## src/logic/pirq_pkg.sv

```systemverilog
package pirq_pkg;
  // register byte offsets on the apb slave
  localparam logic [7:0] PIRQ_OFF_FLAGS3 = 8'h00;
  localparam logic [7:0] PIRQ_OFF_FLAGS4 = 8'h04;
  localparam logic [7:0] PIRQ_OFF_EN3 = 8'h08;
  localparam logic [7:0] PIRQ_OFF_EN4 = 8'h0C;
  localparam logic [7:0] PIRQ_OFF_CORE = 8'h10;
  localparam logic [7:0] PIRQ_OFF_EVSTAT = 8'h14;
  localparam logic [7:0] PIRQ_OFF_EVMASK = 8'h18;
  // flag positions
  localparam int PIRQ_B_TMR4 = 1;
  localparam int PIRQ_B_TMR6 = 3;
  localparam int PIRQ_B_CMP3 = 4;
  localparam int PIRQ_B_CMP4 = 5;
  localparam int PIRQ_B_COLL = 1;
  localparam int PIRQ_B_DONE = 0;
  localparam int PIRQ_B_PERIPHERAL_INTERRUPT_ENABLE = 6;
  localparam int PIRQ_B_GIE = 7;
  // implemented-bit masks
  localparam logic [7:0] PIRQ_MASK3 = 8'h3A;
  localparam logic [7:0] PIRQ_MASK4 = 8'h03;
  localparam logic [7:0] PIRQ_MASK_CORE = 8'hC0;
  localparam logic [7:0] PIRQ_RESET8 = 8'h00;
  localparam logic [31:0] PIRQ_ZERO32 = 32'h0000_0000;
  // event status bit layout
  localparam int PIRQ_EV_NUM = 6;
endpackage

```

## src/logic/pirq_if.sv

```systemverilog
`timescale 1ns/10ps
interface pirq_if;
  logic [7:0] flags3;
  logic [7:0] flags4;
  logic [7:0] en3;
  logic [7:0] en4;
  logic peripheral_interrupt_enable;
  logic global_interrupt_enable;
  logic req;
  modport ctrl (output flags3, output flags4, output en3, output en4, output peripheral_interrupt_enable, output global_interrupt_enable, input req);
  modport comb (input flags3, input flags4, input en3, input en4, input peripheral_interrupt_enable, input global_interrupt_enable, output req);
endinterface

```

## src/logic/pirq_req.sv

```systemverilog
`timescale 1ns/10ps
module pirq_req (
  input wire logic clk,
  input wire logic nrst,
  pirq_if.comb bus
);
  import pirq_pkg::*;
  logic req_q;
  // registered so the cpu request is glitch free
  always_ff @(posedge clk or negedge nrst) begin
    if (!nrst) begin
      req_q <= 1'b0;
    end else begin
      req_q <= bus.peripheral_interrupt_enable && (|((bus.flags3 & bus.en3) | (bus.flags4 & bus.en4)));
    end
  end
  assign bus.req = req_q;
endmodule // pirq_req

```

## src/logic/pirq_top.sv

```systemverilog
`timescale 1ns/10ps
module pirq_top #(
  parameter bit HAS_PORT4 = 1'b1
) (
  input wire logic clk,
  input wire logic nrst,
  input wire logic psel,
  input wire logic penable,
  input wire logic pwrite,
  input wire logic [7:0] paddr,
  input wire logic [31:0] pwdata,
  output logic [31:0] prdata,
  output logic pready,
  output logic pslverr,
  input wire logic compare3_event,
  input wire logic compare4_event,
  input wire logic timer4_match_event,
  input wire logic timer6_match_event,
  input wire logic serial2_collision_event,
  input wire logic serial2_done_event,
  output logic periph_irq_req,
  output logic event_irq
);
  import pirq_pkg::*;
  pirq_if link ();
  logic [7:0] flags3_q;
  logic [7:0] flags4_q;
  logic [7:0] en3_q;
  logic [7:0] en4_q;
  logic [7:0] core_q;
  logic [PIRQ_EV_NUM-1:0] evstat_q;
  logic [PIRQ_EV_NUM-1:0] evmask_q;
  logic [31:0] prdata_q;
  logic pready_q;
  logic pslverr_q;
  logic irq_q;
  logic [7:0] set3;
  logic [7:0] set4;
  logic [7:0] mask4;
  logic [PIRQ_EV_NUM-1:0] ev_vec;
  logic acc;
  logic wr;
  logic rd;
  logic mapped;
  logic [7:0] wbyte;
  // next-state values, one per register
  logic [7:0] flags3_d;
  logic [7:0] flags4_d;
  logic [7:0] en3_d;
  logic [7:0] en4_d;
  logic [7:0] core_d;
  logic [PIRQ_EV_NUM-1:0] evstat_d;
  logic [PIRQ_EV_NUM-1:0] evmask_d;
  logic [31:0] prdata_d;
  logic pready_d;
  logic pslverr_d;
  logic irq_d;
  logic setup_rd;
  logic hit_flags3;
  logic hit_flags4;
  logic hit_en3;
  logic hit_en4;
  logic hit_core;
  logic hit_evstat;
  logic hit_evmask;

  assign acc = psel && penable && pready_q;
  assign wr = acc && pwrite;
  assign rd = acc && !pwrite;
  assign wbyte = pwdata[7:0];
  assign mask4 = HAS_PORT4 ? PIRQ_MASK4 : PIRQ_RESET8;

  // address decode for the write paths and the evstat read clear; read data decodes paddr in its own case
  assign hit_flags3 = paddr == PIRQ_OFF_FLAGS3;
  assign hit_flags4 = paddr == PIRQ_OFF_FLAGS4;
  assign hit_en3 = paddr == PIRQ_OFF_EN3;
  assign hit_en4 = paddr == PIRQ_OFF_EN4;
  assign hit_core = paddr == PIRQ_OFF_CORE;
  assign hit_evstat = paddr == PIRQ_OFF_EVSTAT;
  assign hit_evmask = paddr == PIRQ_OFF_EVMASK;
  // first access cycle of a read
  assign setup_rd = psel && penable && !pready_q && !pwrite;

  // a condition held for several cycles just sets its flag again
  always_comb begin
    set3 = PIRQ_RESET8;
    set3[PIRQ_B_CMP4] = compare4_event;
    set3[PIRQ_B_CMP3] = compare3_event;
    set3[PIRQ_B_TMR6] = timer6_match_event;
    set3[PIRQ_B_TMR4] = timer4_match_event;
    set4 = PIRQ_RESET8;
    set4[PIRQ_B_COLL] = serial2_collision_event;
    set4[PIRQ_B_DONE] = serial2_done_event;
  end

  // event status order: timer4, timer6, compare3, compare4, serial2 done, serial2 collision
  assign ev_vec[0] = set3[PIRQ_B_TMR4];
  assign ev_vec[1] = set3[PIRQ_B_TMR6];
  assign ev_vec[2] = set3[PIRQ_B_CMP3];
  assign ev_vec[3] = set3[PIRQ_B_CMP4];
  // serial2 events count only where the fourth register exists
  assign ev_vec[4] = set4[PIRQ_B_DONE] & mask4[PIRQ_B_DONE];
  assign ev_vec[5] = set4[PIRQ_B_COLL] & mask4[PIRQ_B_COLL];

  // unmapped offsets answer with an error and change nothing
  always_comb begin
    case (paddr)
      PIRQ_OFF_FLAGS3, PIRQ_OFF_FLAGS4, PIRQ_OFF_EN3, PIRQ_OFF_EN4,
      PIRQ_OFF_CORE, PIRQ_OFF_EVSTAT, PIRQ_OFF_EVMASK: mapped = 1'b1;
      default: mapped = 1'b0;
    endcase
  end

  // one wait state: setup, access with pready low, then access with pready high
  always_comb begin
    pready_d = psel && penable && !pready_q;
  end
  always_ff @(posedge clk or negedge nrst) begin
    if (!nrst) begin
      pready_q <= 1'b0;
    end else begin
      pready_q <= pready_d;
    end
  end

  // event sets win over software writes in the same cycle, so a flag
  // is never lost to a clear that races its event
  always_comb begin
    flags3_d = flags3_q;
    if (wr && hit_flags3) begin
      flags3_d = wbyte;
    end
    flags3_d = flags3_d | set3;
    flags3_d = flags3_d & PIRQ_MASK3;
  end
  always_ff @(posedge clk or negedge nrst) begin
    if (!nrst) begin
      flags3_q <= PIRQ_RESET8;
    end else begin
      flags3_q <= flags3_d;
    end
  end

  // serial2 flags stay set until software writes a zero
  always_comb begin
    flags4_d = flags4_q;
    if (wr && hit_flags4) begin
      flags4_d = wbyte;
    end
    flags4_d = flags4_d | set4;
    flags4_d = flags4_d & mask4;
  end
  always_ff @(posedge clk or negedge nrst) begin
    if (!nrst) begin
      flags4_q <= PIRQ_RESET8;
    end else begin
      flags4_q <= flags4_d;
    end
  end

  always_comb begin
    en3_d = en3_q;
    if (wr && hit_en3) begin
      en3_d = wbyte & PIRQ_MASK3;
    end
  end
  always_ff @(posedge clk or negedge nrst) begin
    if (!nrst) begin
      en3_q <= PIRQ_RESET8;
    end else begin
      en3_q <= en3_d;
    end
  end

  always_comb begin
    en4_d = en4_q;
    if (wr && hit_en4) begin
      en4_d = wbyte & mask4;
    end
  end
  always_ff @(posedge clk or negedge nrst) begin
    if (!nrst) begin
      en4_q <= PIRQ_RESET8;
    end else begin
      en4_q <= en4_d;
    end
  end

  // global enable is only stored; the cpu core applies its own gating
  always_comb begin
    core_d = core_q;
    if (wr && hit_core) begin
      core_d = wbyte & PIRQ_MASK_CORE;
    end
  end
  always_ff @(posedge clk or negedge nrst) begin
    if (!nrst) begin
      core_q <= PIRQ_RESET8;
    end else begin
      core_q <= core_d;
    end
  end

  always_comb begin
    evmask_d = evmask_q;
    if (wr && hit_evmask) begin
      evmask_d = wbyte[PIRQ_EV_NUM-1:0];
    end
  end
  always_ff @(posedge clk or negedge nrst) begin
    if (!nrst) begin
      evmask_q <= '0;
    end else begin
      evmask_q <= evmask_d;
    end
  end

  // a read clears only the bits it reported, so an event that lands
  // between the data fetch and the end of the read waits for the next read
  always_comb begin
    evstat_d = evstat_q;
    if (rd && hit_evstat) begin
      evstat_d = evstat_q & ~prdata_q[PIRQ_EV_NUM-1:0];
    end
    evstat_d = evstat_d | ev_vec;
  end
  always_ff @(posedge clk or negedge nrst) begin
    if (!nrst) begin
      evstat_q <= '0;
    end else begin
      evstat_q <= evstat_d;
    end
  end

  always_comb begin
    irq_d = |(evstat_q & evmask_q);
  end
  always_ff @(posedge clk or negedge nrst) begin
    if (!nrst) begin
      irq_q <= 1'b0;
    end else begin
      irq_q <= irq_d;
    end
  end

  // read data is fetched in the first access cycle so it stands with pready
  // pslverr rides with pready; a write to an unmapped offset is dropped
  always_comb begin
    prdata_d = PIRQ_ZERO32;
    pslverr_d = psel && penable && !pready_q && !mapped;
    if (setup_rd) begin
      case (paddr)
        PIRQ_OFF_FLAGS3: prdata_d = {24'h000000, flags3_q};
        PIRQ_OFF_FLAGS4: prdata_d = {24'h000000, flags4_q};
        PIRQ_OFF_EN3: prdata_d = {24'h000000, en3_q};
        PIRQ_OFF_EN4: prdata_d = {24'h000000, en4_q};
        PIRQ_OFF_CORE: prdata_d = {24'h000000, core_q};
        PIRQ_OFF_EVSTAT: prdata_d = {26'h0, evstat_q};
        PIRQ_OFF_EVMASK: prdata_d = {26'h0, evmask_q};
        default: prdata_d = PIRQ_ZERO32;
      endcase
    end
  end
  always_ff @(posedge clk or negedge nrst) begin
    if (!nrst) begin
      prdata_q <= PIRQ_ZERO32;
      pslverr_q <= 1'b0;
    end else begin
      prdata_q <= prdata_d;
      pslverr_q <= pslverr_d;
    end
  end

  assign link.flags3 = flags3_q;
  assign link.flags4 = flags4_q;
  assign link.en3 = en3_q;
  assign link.en4 = en4_q;
  assign link.peripheral_interrupt_enable = core_q[PIRQ_B_PERIPHERAL_INTERRUPT_ENABLE];
  assign link.global_interrupt_enable = core_q[PIRQ_B_GIE];
  // request gating sits in its own module behind the interface
  pirq_req u_req (
    .clk(clk),
    .nrst(nrst),
    .bus(link.comb)
  );

  assign prdata = prdata_q;
  assign pready = pready_q;
  assign pslverr = pslverr_q;
  assign periph_irq_req = link.req;
  assign event_irq = irq_q;
endmodule // pirq_top

```

## config.mk

```make
export PLATFORM = sky130hd
export DESIGN_NAME = pirq_top
export DESIGN_NICKNAME = d
export VERILOG_FILES = /design/src/logic/pirq_pkg.sv /design/src/logic/pirq_if.sv /design/src/logic/pirq_req.sv /design/src/logic/pirq_top.sv
export SDC_FILE = /design/constraint.sdc
export NUM_CORES = 1
export LEC_CHECK = 0
export BUFFER_PORTS_ARGS = -buffer_cell sky130_fd_sc_hd__buf_2
export CAP_MARGIN = 20
export CORE_UTILIZATION = 47
export CTS_CLUSTER_SIZE = 14
export DETAILED_ROUTE_END_ITERATION = 10
export PLACE_DENSITY = 0.83
export SKIP_LAST_GASP = 1
export SYNTH_ARGS = -nofsm -noshare
export SYNTH_HDL_FRONTEND = slang
export SYNTH_SLANG_ARGS = --single-unit
```

## constraint.sdc

```tcl
create_clock -name clk -period 1.7 [get_ports clk]
set_input_delay 0.17 -clock clk [delete_from_list [all_inputs] [get_ports clk]]
set_output_delay 0.17 -clock clk [all_outputs]
set_load 0.005 [all_outputs]
```

==> results of run 1 <==
[layout make-up]
type,instances,area [µm²]
clock buffers,7,76.32
fillers,346,1603
inverters,1,3.754
repair buffers,62,372.9
multi-input cells,137,900.9
well taps,50,62.56
clock inverters,1,30.03
flip-flops and latches,38,950.9
[flip-flops by register name (all words and copies together) (netlist names)]
register       cells
pready             1
en4_q              2
u_req.bus.req      1
pslverr            1
en3_q              4
event_irq          1
evstat_q           6
flags4_q           2
core_q             2
flags3_q           4
prdata             8
evmask_q           6
[synthesized netlist by cell type, types with 2 or more instances]
| cell | instances | share of area |
|---|---|---|
| nand3_1 | 3 | 0.0076 |
| nand2_1 | 2 | 0.0038 |
| buf_4 | 24 | 0.091 |
| nor3_1 | 10 | 0.025 |
| or2_2 | 2 | 0.0064 |
| nor2b_1 | 2 | 0.0064 |
| nor3_2 | 2 | 0.010 |
| a22oi_1 | 9 | 0.034 |
| mux2_2 | 16 | 0.091 |
| a31oi_1 | 3 | 0.0095 |
| mux2i_1 | 3 | 0.015 |
| a21oi_1 | 9 | 0.023 |
| nor2_1 | 14 | 0.027 |
| nand3b_1 | 2 | 0.0076 |
| dfrtp_1 | 38 | 0.48 |
| a21o_1 | 6 | 0.023 |
| nand4_1 | 11 | 0.035 |
| o32a_1 | 2 | 0.010 |
| clkbuf_1 | 4 | 0.0076 |
[metal layers]
layer,vias to the layer above,track usage,share of wire
met1,787,0.3009,0.39
li1,752,-,-
met2,71,0.3649,0.50
met5,-,0,0
met4,0,0.09574,0.018
met3,11,0.06336,0.091
[worst register-to-register path: stages, from the launching register on]
cell and delay (ns):
dfrtp_1 0.34, nand4_1 0.28, nor3_4 0.23, buf_4 0.16
mux2_2 0.33
[timing repair]
action | in CTS | in global routing
hold endpoints to repair | 38 | 0
buffers inserted | 0 | 0
hold buffers | 1 | 0
[logic make-up after synthesis]
group                  after synthesis  synth area share
buffers and inverters               30            0.1035
other                                1          0.001904
multiplexers                        19            0.1067
AND/OR/NAND/NOR                     61            0.1893
flip-flops                          38            0.4828
AO/OA/AOI/OAI                       33            0.1156
[power by group through the flow]
stage          Sequential (W)  Combinational, W  Clock (W)
2_1_floorplan        0.000928          0.000107          0
3_3_place_gp         0.000927          0.000163          0
3_5_place_dp         0.000927          0.000168          0
4_1_cts              0.000910          0.000171   0.000755
5_1_grt              0.000910          0.000194   0.000791
6_report             0.000910          0.000171   0.000744
[path summary, 6_finish.rpt]
kind,startpoint,to,slack (ns),cells past startpoint
worst max-delay path,paddr[5],core_q[6],0.16,5
worst min-delay path,serial2_collision_event,evstat_q[5],0.08,2
worst max register to register,pready,evmask_q[1],0.24,4
worst min register to register,core_q[7],core_q[7],0.51,1
max in group asynchronous,nrst,core_q[7],0.92,3
min in group asynchronous,nrst,flags4_q[0],0.44,3
[per-stage QoR]
| step | TNS, ns | instance area [µm²] | util | cells | total power, W |
|---|---|---|---|---|---|
| final | 0 | 2397 | 0.5993 | 296 | 0.001825 |
| after global routing | 0 | 2397 | 0.5993 | 296 | 0.001895 |
| after CTS | 0 | 2397 | 0.5993 | 296 | 0.001836 |
| after detailed placement | -1.343 | 2281 | 0.5702 | 287 | 0.001095 |
| after global placement | -0.8383 | 2281 | 0.5702 | 287 | 0.001090 |
| after floorplan | 0 | 2056 | - | 205 | 0.001035 |
==> metrics.yaml, run 1 <==
cells_and_area:
  layout_common_cells: "38 x dfrtp_1, 38 x buf_2, 24 x conb_1"
  antenna_cells: 0
  nets: 296
  area_growth_pct: 21.73
  drive_gt1_frac: 0.3780
job:
  max_cap_viol_count: 0
pwr:
  pwr-share-seq: 0.499
  peakVddDrop_v: 0.0005503
  p_sw_frac: 0.2244
  switchingPower_w: 0.0004095
  p_comb_frac: 0.094
  power.clock.fraction: 0.407
  p_int_w: 0.001416
  p_leak_nw: 1.109
  p_per_area_nw_per_um2: 761.3
floorplanning:
  die_h_um: 66.73
  coreArea_um2: 4000
  rows: 23
  die_w_um: 66.73
  die_area_um2: 4453
  io_pins: 87
  start_util: 0.4923
sta:
  final_max_slew_viol_count: 0
  max_freq_mhz: 650.9
  hold_slack_ns: 0.07564
  slew_headroom: 0.6556
  period_share: 0.9038
  finalHoldViolations: 0
  setup_slack_ns: 0.1636
  worstMarginPinSlew_ns: 0.5147
  setup_viol: 0
  finalCriticalPeriod_ns: 1.536
  skew_ns: 0.008670
  rsz0062_at_grt: "no"
synth:
  synth_edf_count: 0
  syn_area_per_cell_um2: 10.82
  synth_area_um2: 1969
  synth-seq-cells: 38
  synth_warnings: 0
  synth.distinct_cells: 39
  ys_seq_area_frac: 0.4828
  synthFlopType: "dfrtp_1"
  async_flop_share: 1.000
  synthesis.instances: 182
placement:
  dp_slack_ns: -0.1331
  portBuffers: 38
  place.gp.congestion: 0.8999
  dp_hpwl_mm: 3.466
routing:
  initialDrtViolationCount: 97
  wl_per_cell_um: 15.36
  drt-vias-per-instance: 5.476
  wirelength_mm: 4.546
  drc: 0
  dr_total_vias: 1621
  drtPass1Iterations: 4
  ant_nets: 0
clocking:
  htree_levels: 2
  cts_max_path_buffers: 2
  tritoncts: "built"
  root_buffer: "clkbuf_8"
  cts_resized: 0
  clock_sinks: 38
  clock_latency_ns: 0.30
  cts.clk_slew.worst_paths_ns: 0.07
  cts-buffers-inserted: 5
worst_setup_path:
  path_cells: "buf_2, or4b_1, or2_4, nor2_4, mux2_2"
  critPathLaunchType: "primary input"
  cp_data_required_time_ns: 1.87
  critPathKind: "in -> reg"
  crit_fanout: 4
  crit_path_end_kind: "flip-flop"
  crit_slowest_cell: "or4b_1"
  cp_top_family: "simple AND/OR/NAND/NOR gates"
  cp_data_arrival_time_ns: 1.71
  crit_path_max_incr_delay_ns: 0.66
  crit_buf_inv: 1
global_route:
  grt_pass1_vias: 1503
  antenna_found_initial: 0
  overflow: 0
  grt_pass1_wl_mm: 7.348
  grt_max_degree: 39
  grtUsageTotal: 0.2324
worst_hold_path:
  holdCritPathClass: "in -> reg"
status:
  status: "complete, no violations"
No activity file was read; power rests on OpenSTA's default activity.
==> inputs of run 2 (changes only) <==
Settings changed: ABC_AREA set to 1, CORE_UTILIZATION 47 to 48.
==> metrics.yaml, run 2 <==
status:
  status: "complete, no violations"
synth:
  synth_top_area_frac: 0.4612  # -0.02168
  syn_area_per_cell_um2: 8.215  # -24%
  synth_area_um2: 2062  # +4.7%
  synth_warnings: 0  # unchanged
  synthTopCellsByArea: "dfrtp_1 46%, nand2_1 10%, buf_4 9.1%, inv_1 5.1%, nand3_1 5.1%"
  synth-seq-cells: 38  # unchanged
  synth.distinct_cells: 25  # -36%
  synth_edf_count: 0  # unchanged
  yosysTopAreaCell: "dfrtp_1"
  ys_seq_area_frac: 0.4612  # -0.02168
  synth_most_common_cell: "nand2_1"
  synthesis.instances: 251  # +38%
  synthFlopType: "dfrtp_1"
  async_flop_share: 1.000  # unchanged
  synth_common_cells: "57 x nand2_1, 38 x dfrtp_1, 28 x inv_1"
worst_setup_path:
  r2r-end: "evmask_q[1]"
  critPathLaunchType: "flip-flop"
  rrSetupSlack_ns: 0.33  # +0.09 ns
  critPathKind: "reg -> reg"
  rr_worst_depth: 5  # +1
  cp_data_arrival_time_ns: 1.55  # -0.16 ns
  crit_path_end_kind: "flip-flop"
  crit_fanout: 11  # +7
  cp_data_required_time_ns: 1.87  # about the same
  reg2reg_from: "pready"
clocking:
  clock_sinks: 38  # unchanged
  cts_resized: 0  # unchanged
  cts_hold_buffers: 1  # unchanged
  clock_latency_ns: 0.29  # about the same
  root_buffer: "clkbuf_8"
  cts.clk_slew.worst_paths_ns: 0.08  # about the same
  htree_levels: 2  # unchanged
  cts-buffers-inserted: 5  # unchanged
  post-cts-setup-buffer-count: 0  # unchanged
  tritoncts: "built"
  cts_max_path_buffers: 2  # unchanged
global_route:
  overflow: 0  # unchanged
  grt_max_degree: 39  # unchanged
  grt_pass1_wl_mm: 6.982  # -5.0%
  antenna_found_initial: 0  # unchanged
  grt_pass1_vias: 1636  # +8.8%
  grtUsageTotal: 0.2095  # -0.02294
sta:
  finalHoldViolations: 0  # unchanged
  slew_headroom: 0.6579  # +0.002279
  skew_ns: 0.01084  # +0.002175 ns
  setup_viol: 0  # unchanged
  period_share: 0.8083  # -0.09550
  max_freq_mhz: 727.8  # +12%
  fin_tns_setup_ns: 0  # unchanged
  worstMarginPinSlew_ns: 0.5126  # -0.002069 ns
  finalCriticalPeriod_ns: 1.374  # -0.1624 ns
  final_max_slew_viol_count: 0  # unchanged
  rsz0062_at_grt: "no"
routing:
  ant_nets: 0  # unchanged
  initialDrtViolationCount: 147  # +52%
  wirelength_mm: 4.219  # -7.2%
  wl_per_cell_um: 12.19  # -21%
  drtPass1Iterations: 6  # +2
  drc: 0  # unchanged
  dr_total_vias: 1703  # +5.1%
  drt-vias-per-instance: 4.922  # -10%
cells_and_area:
  antenna_cells: 0  # unchanged
  multi_input_area_um2: 870.8  # -3.3%
  nets: 347  # +17%
  mostFrequentLayoutCell: "nand2_1"
  layout_common_cells: "57 x nand2_1, 38 x dfrtp_1, 38 x buf_2"
  nFillCells: 382  # +10%
  seqCellArea_um2: 950.9  # unchanged
  drive_gt1_frac: 0.2500  # -0.1280
  largest_register_ffs: 8  # unchanged
  area_growth_pct: 13.29
floorplanning:
  coreArea_um2: 4058  # +1.4%
  start_util: 0.5082  # +0.01583
  rows: 23  # unchanged
  die_area_um2: 4562  # +2.4%
  die_h_um: 67.54  # +1.2%
  die_w_um: 67.54  # +1.2%
  io_pins: 87  # unchanged
pwr:
  p_per_area_nw_per_um2: 779.1  # +2.3%
  total_power_w: 0.001820  # -0.27%
  peakVddDrop_v: 0.0003991  # -27%
  p_leak_nw: 1.179  # +6.3%
worst_hold_path:
  holdCritPathClass: "in -> reg"
  worstHoldPathCells: 3  # +1
  hp-start: "compare4_event"
  hold_path_end: "evstat_q[3]"
job:
  max_cap_viol_count: 0  # unchanged
placement:
  portBuffers: 38  # unchanged
  place.gp.congestion: 0.8081  # -10%
  dp_hpwl_mm: 3.149  # -9.1%
run 2: cell count changes after synthesis, moves of 5 or more:
cell / before / now
o21ai_2: 0 / 5
inv_1: 1 / 28
nand3_1: 3 / 21
nor2_1: 14 / 20
nor3_1: 10 / 0
nand2_1: 2 / 57
nand4_1: 11 / 2
nand2_2: 0 / 6
a22oi_1: 9 / 0
o21ai_0: 1 / 11
mux2_2: 16 / 0
run 2: layer usage:
| layer | share of wire | track usage |
|---|---|---|
| met2 | 0.51 | 0.3663 |
| met1 | 0.42 | 0.2468 |
| met4 | 0.016 | 0.09840 |
| met3 | 0.047 | 0.03547 |
| met5 | 0 | 0 |
run 2: worst max-delay path by stage:
stage                   from     endpoint  slack (ns)  cells after the start
floorplan             pready  evmask_q[1]        0.55                      6
finish                pready  evmask_q[1]        0.33                      5
global route          pready  evmask_q[1]        0.24                      5
global placement    paddr[0]  evstat_q[5]        0.33                      7
CTS                   pready  evmask_q[1]        0.33                      5
detailed placement  paddr[1]  evstat_q[4]        0.29                      7
run 2: layout make-up:
| class | count | area share |
|---|---|---|
| repair buffers | 42 | 0.09534 |
| clock inverters | 1 | 0.01285 |
| flip-flops and latches | 38 | 0.4071 |
| well taps | 50 | 0.02678 |
| multi-input cells | 178 | 0.3728 |
| clock buffers | 6 | 0.03535 |
| inverters | 31 | 0.04981 |
run 2: critical path: stages, from the launching register on:
cell     delay (ns)
dfrtp_1        0.37
nand3_1        0.15
nor2_4         0.27
nand2_2        0.25
nand2_1        0.16
o21ai_2        0.06
run 2: cells by family (layout without fill, tap and decap cells):
logic type	count (synthesis)	in the layout	synth area share
and+or+nand+nor	120	120	0.2773
buffers and inverters	58	80	0.1584
DFF	38	38	0.4612
AOI/OAI and AO/OA	34	34	0.1013
other	1	24	0.001819
run 2: metrics by stage:
step	area [µm²]	hold slack (ns)	worst slack [ns]	util	cells
2_1_floorplan	2148	-0.1256	0.5497	-	274
3_3_place_gp	2213	0.2400	0.3350	0.5455	338
3_5_place_dp	2213	0.2419	0.2910	0.5455	338
4_1_cts	2336	0.08293	0.3265	0.5757	346
5_1_grt	2336	0.09142	0.2353	0.5757	346
6_report	2336	0.07586	0.3259	0.5757	346
run 2: where the power goes:
part / switching (W) / internal [W]
sequential: 0.00000251 / 0.000908
combinational: 0.0000925 / 0.0000417
clock: 0.000306 / 0.000469
total: 0.000401 / 0.00142
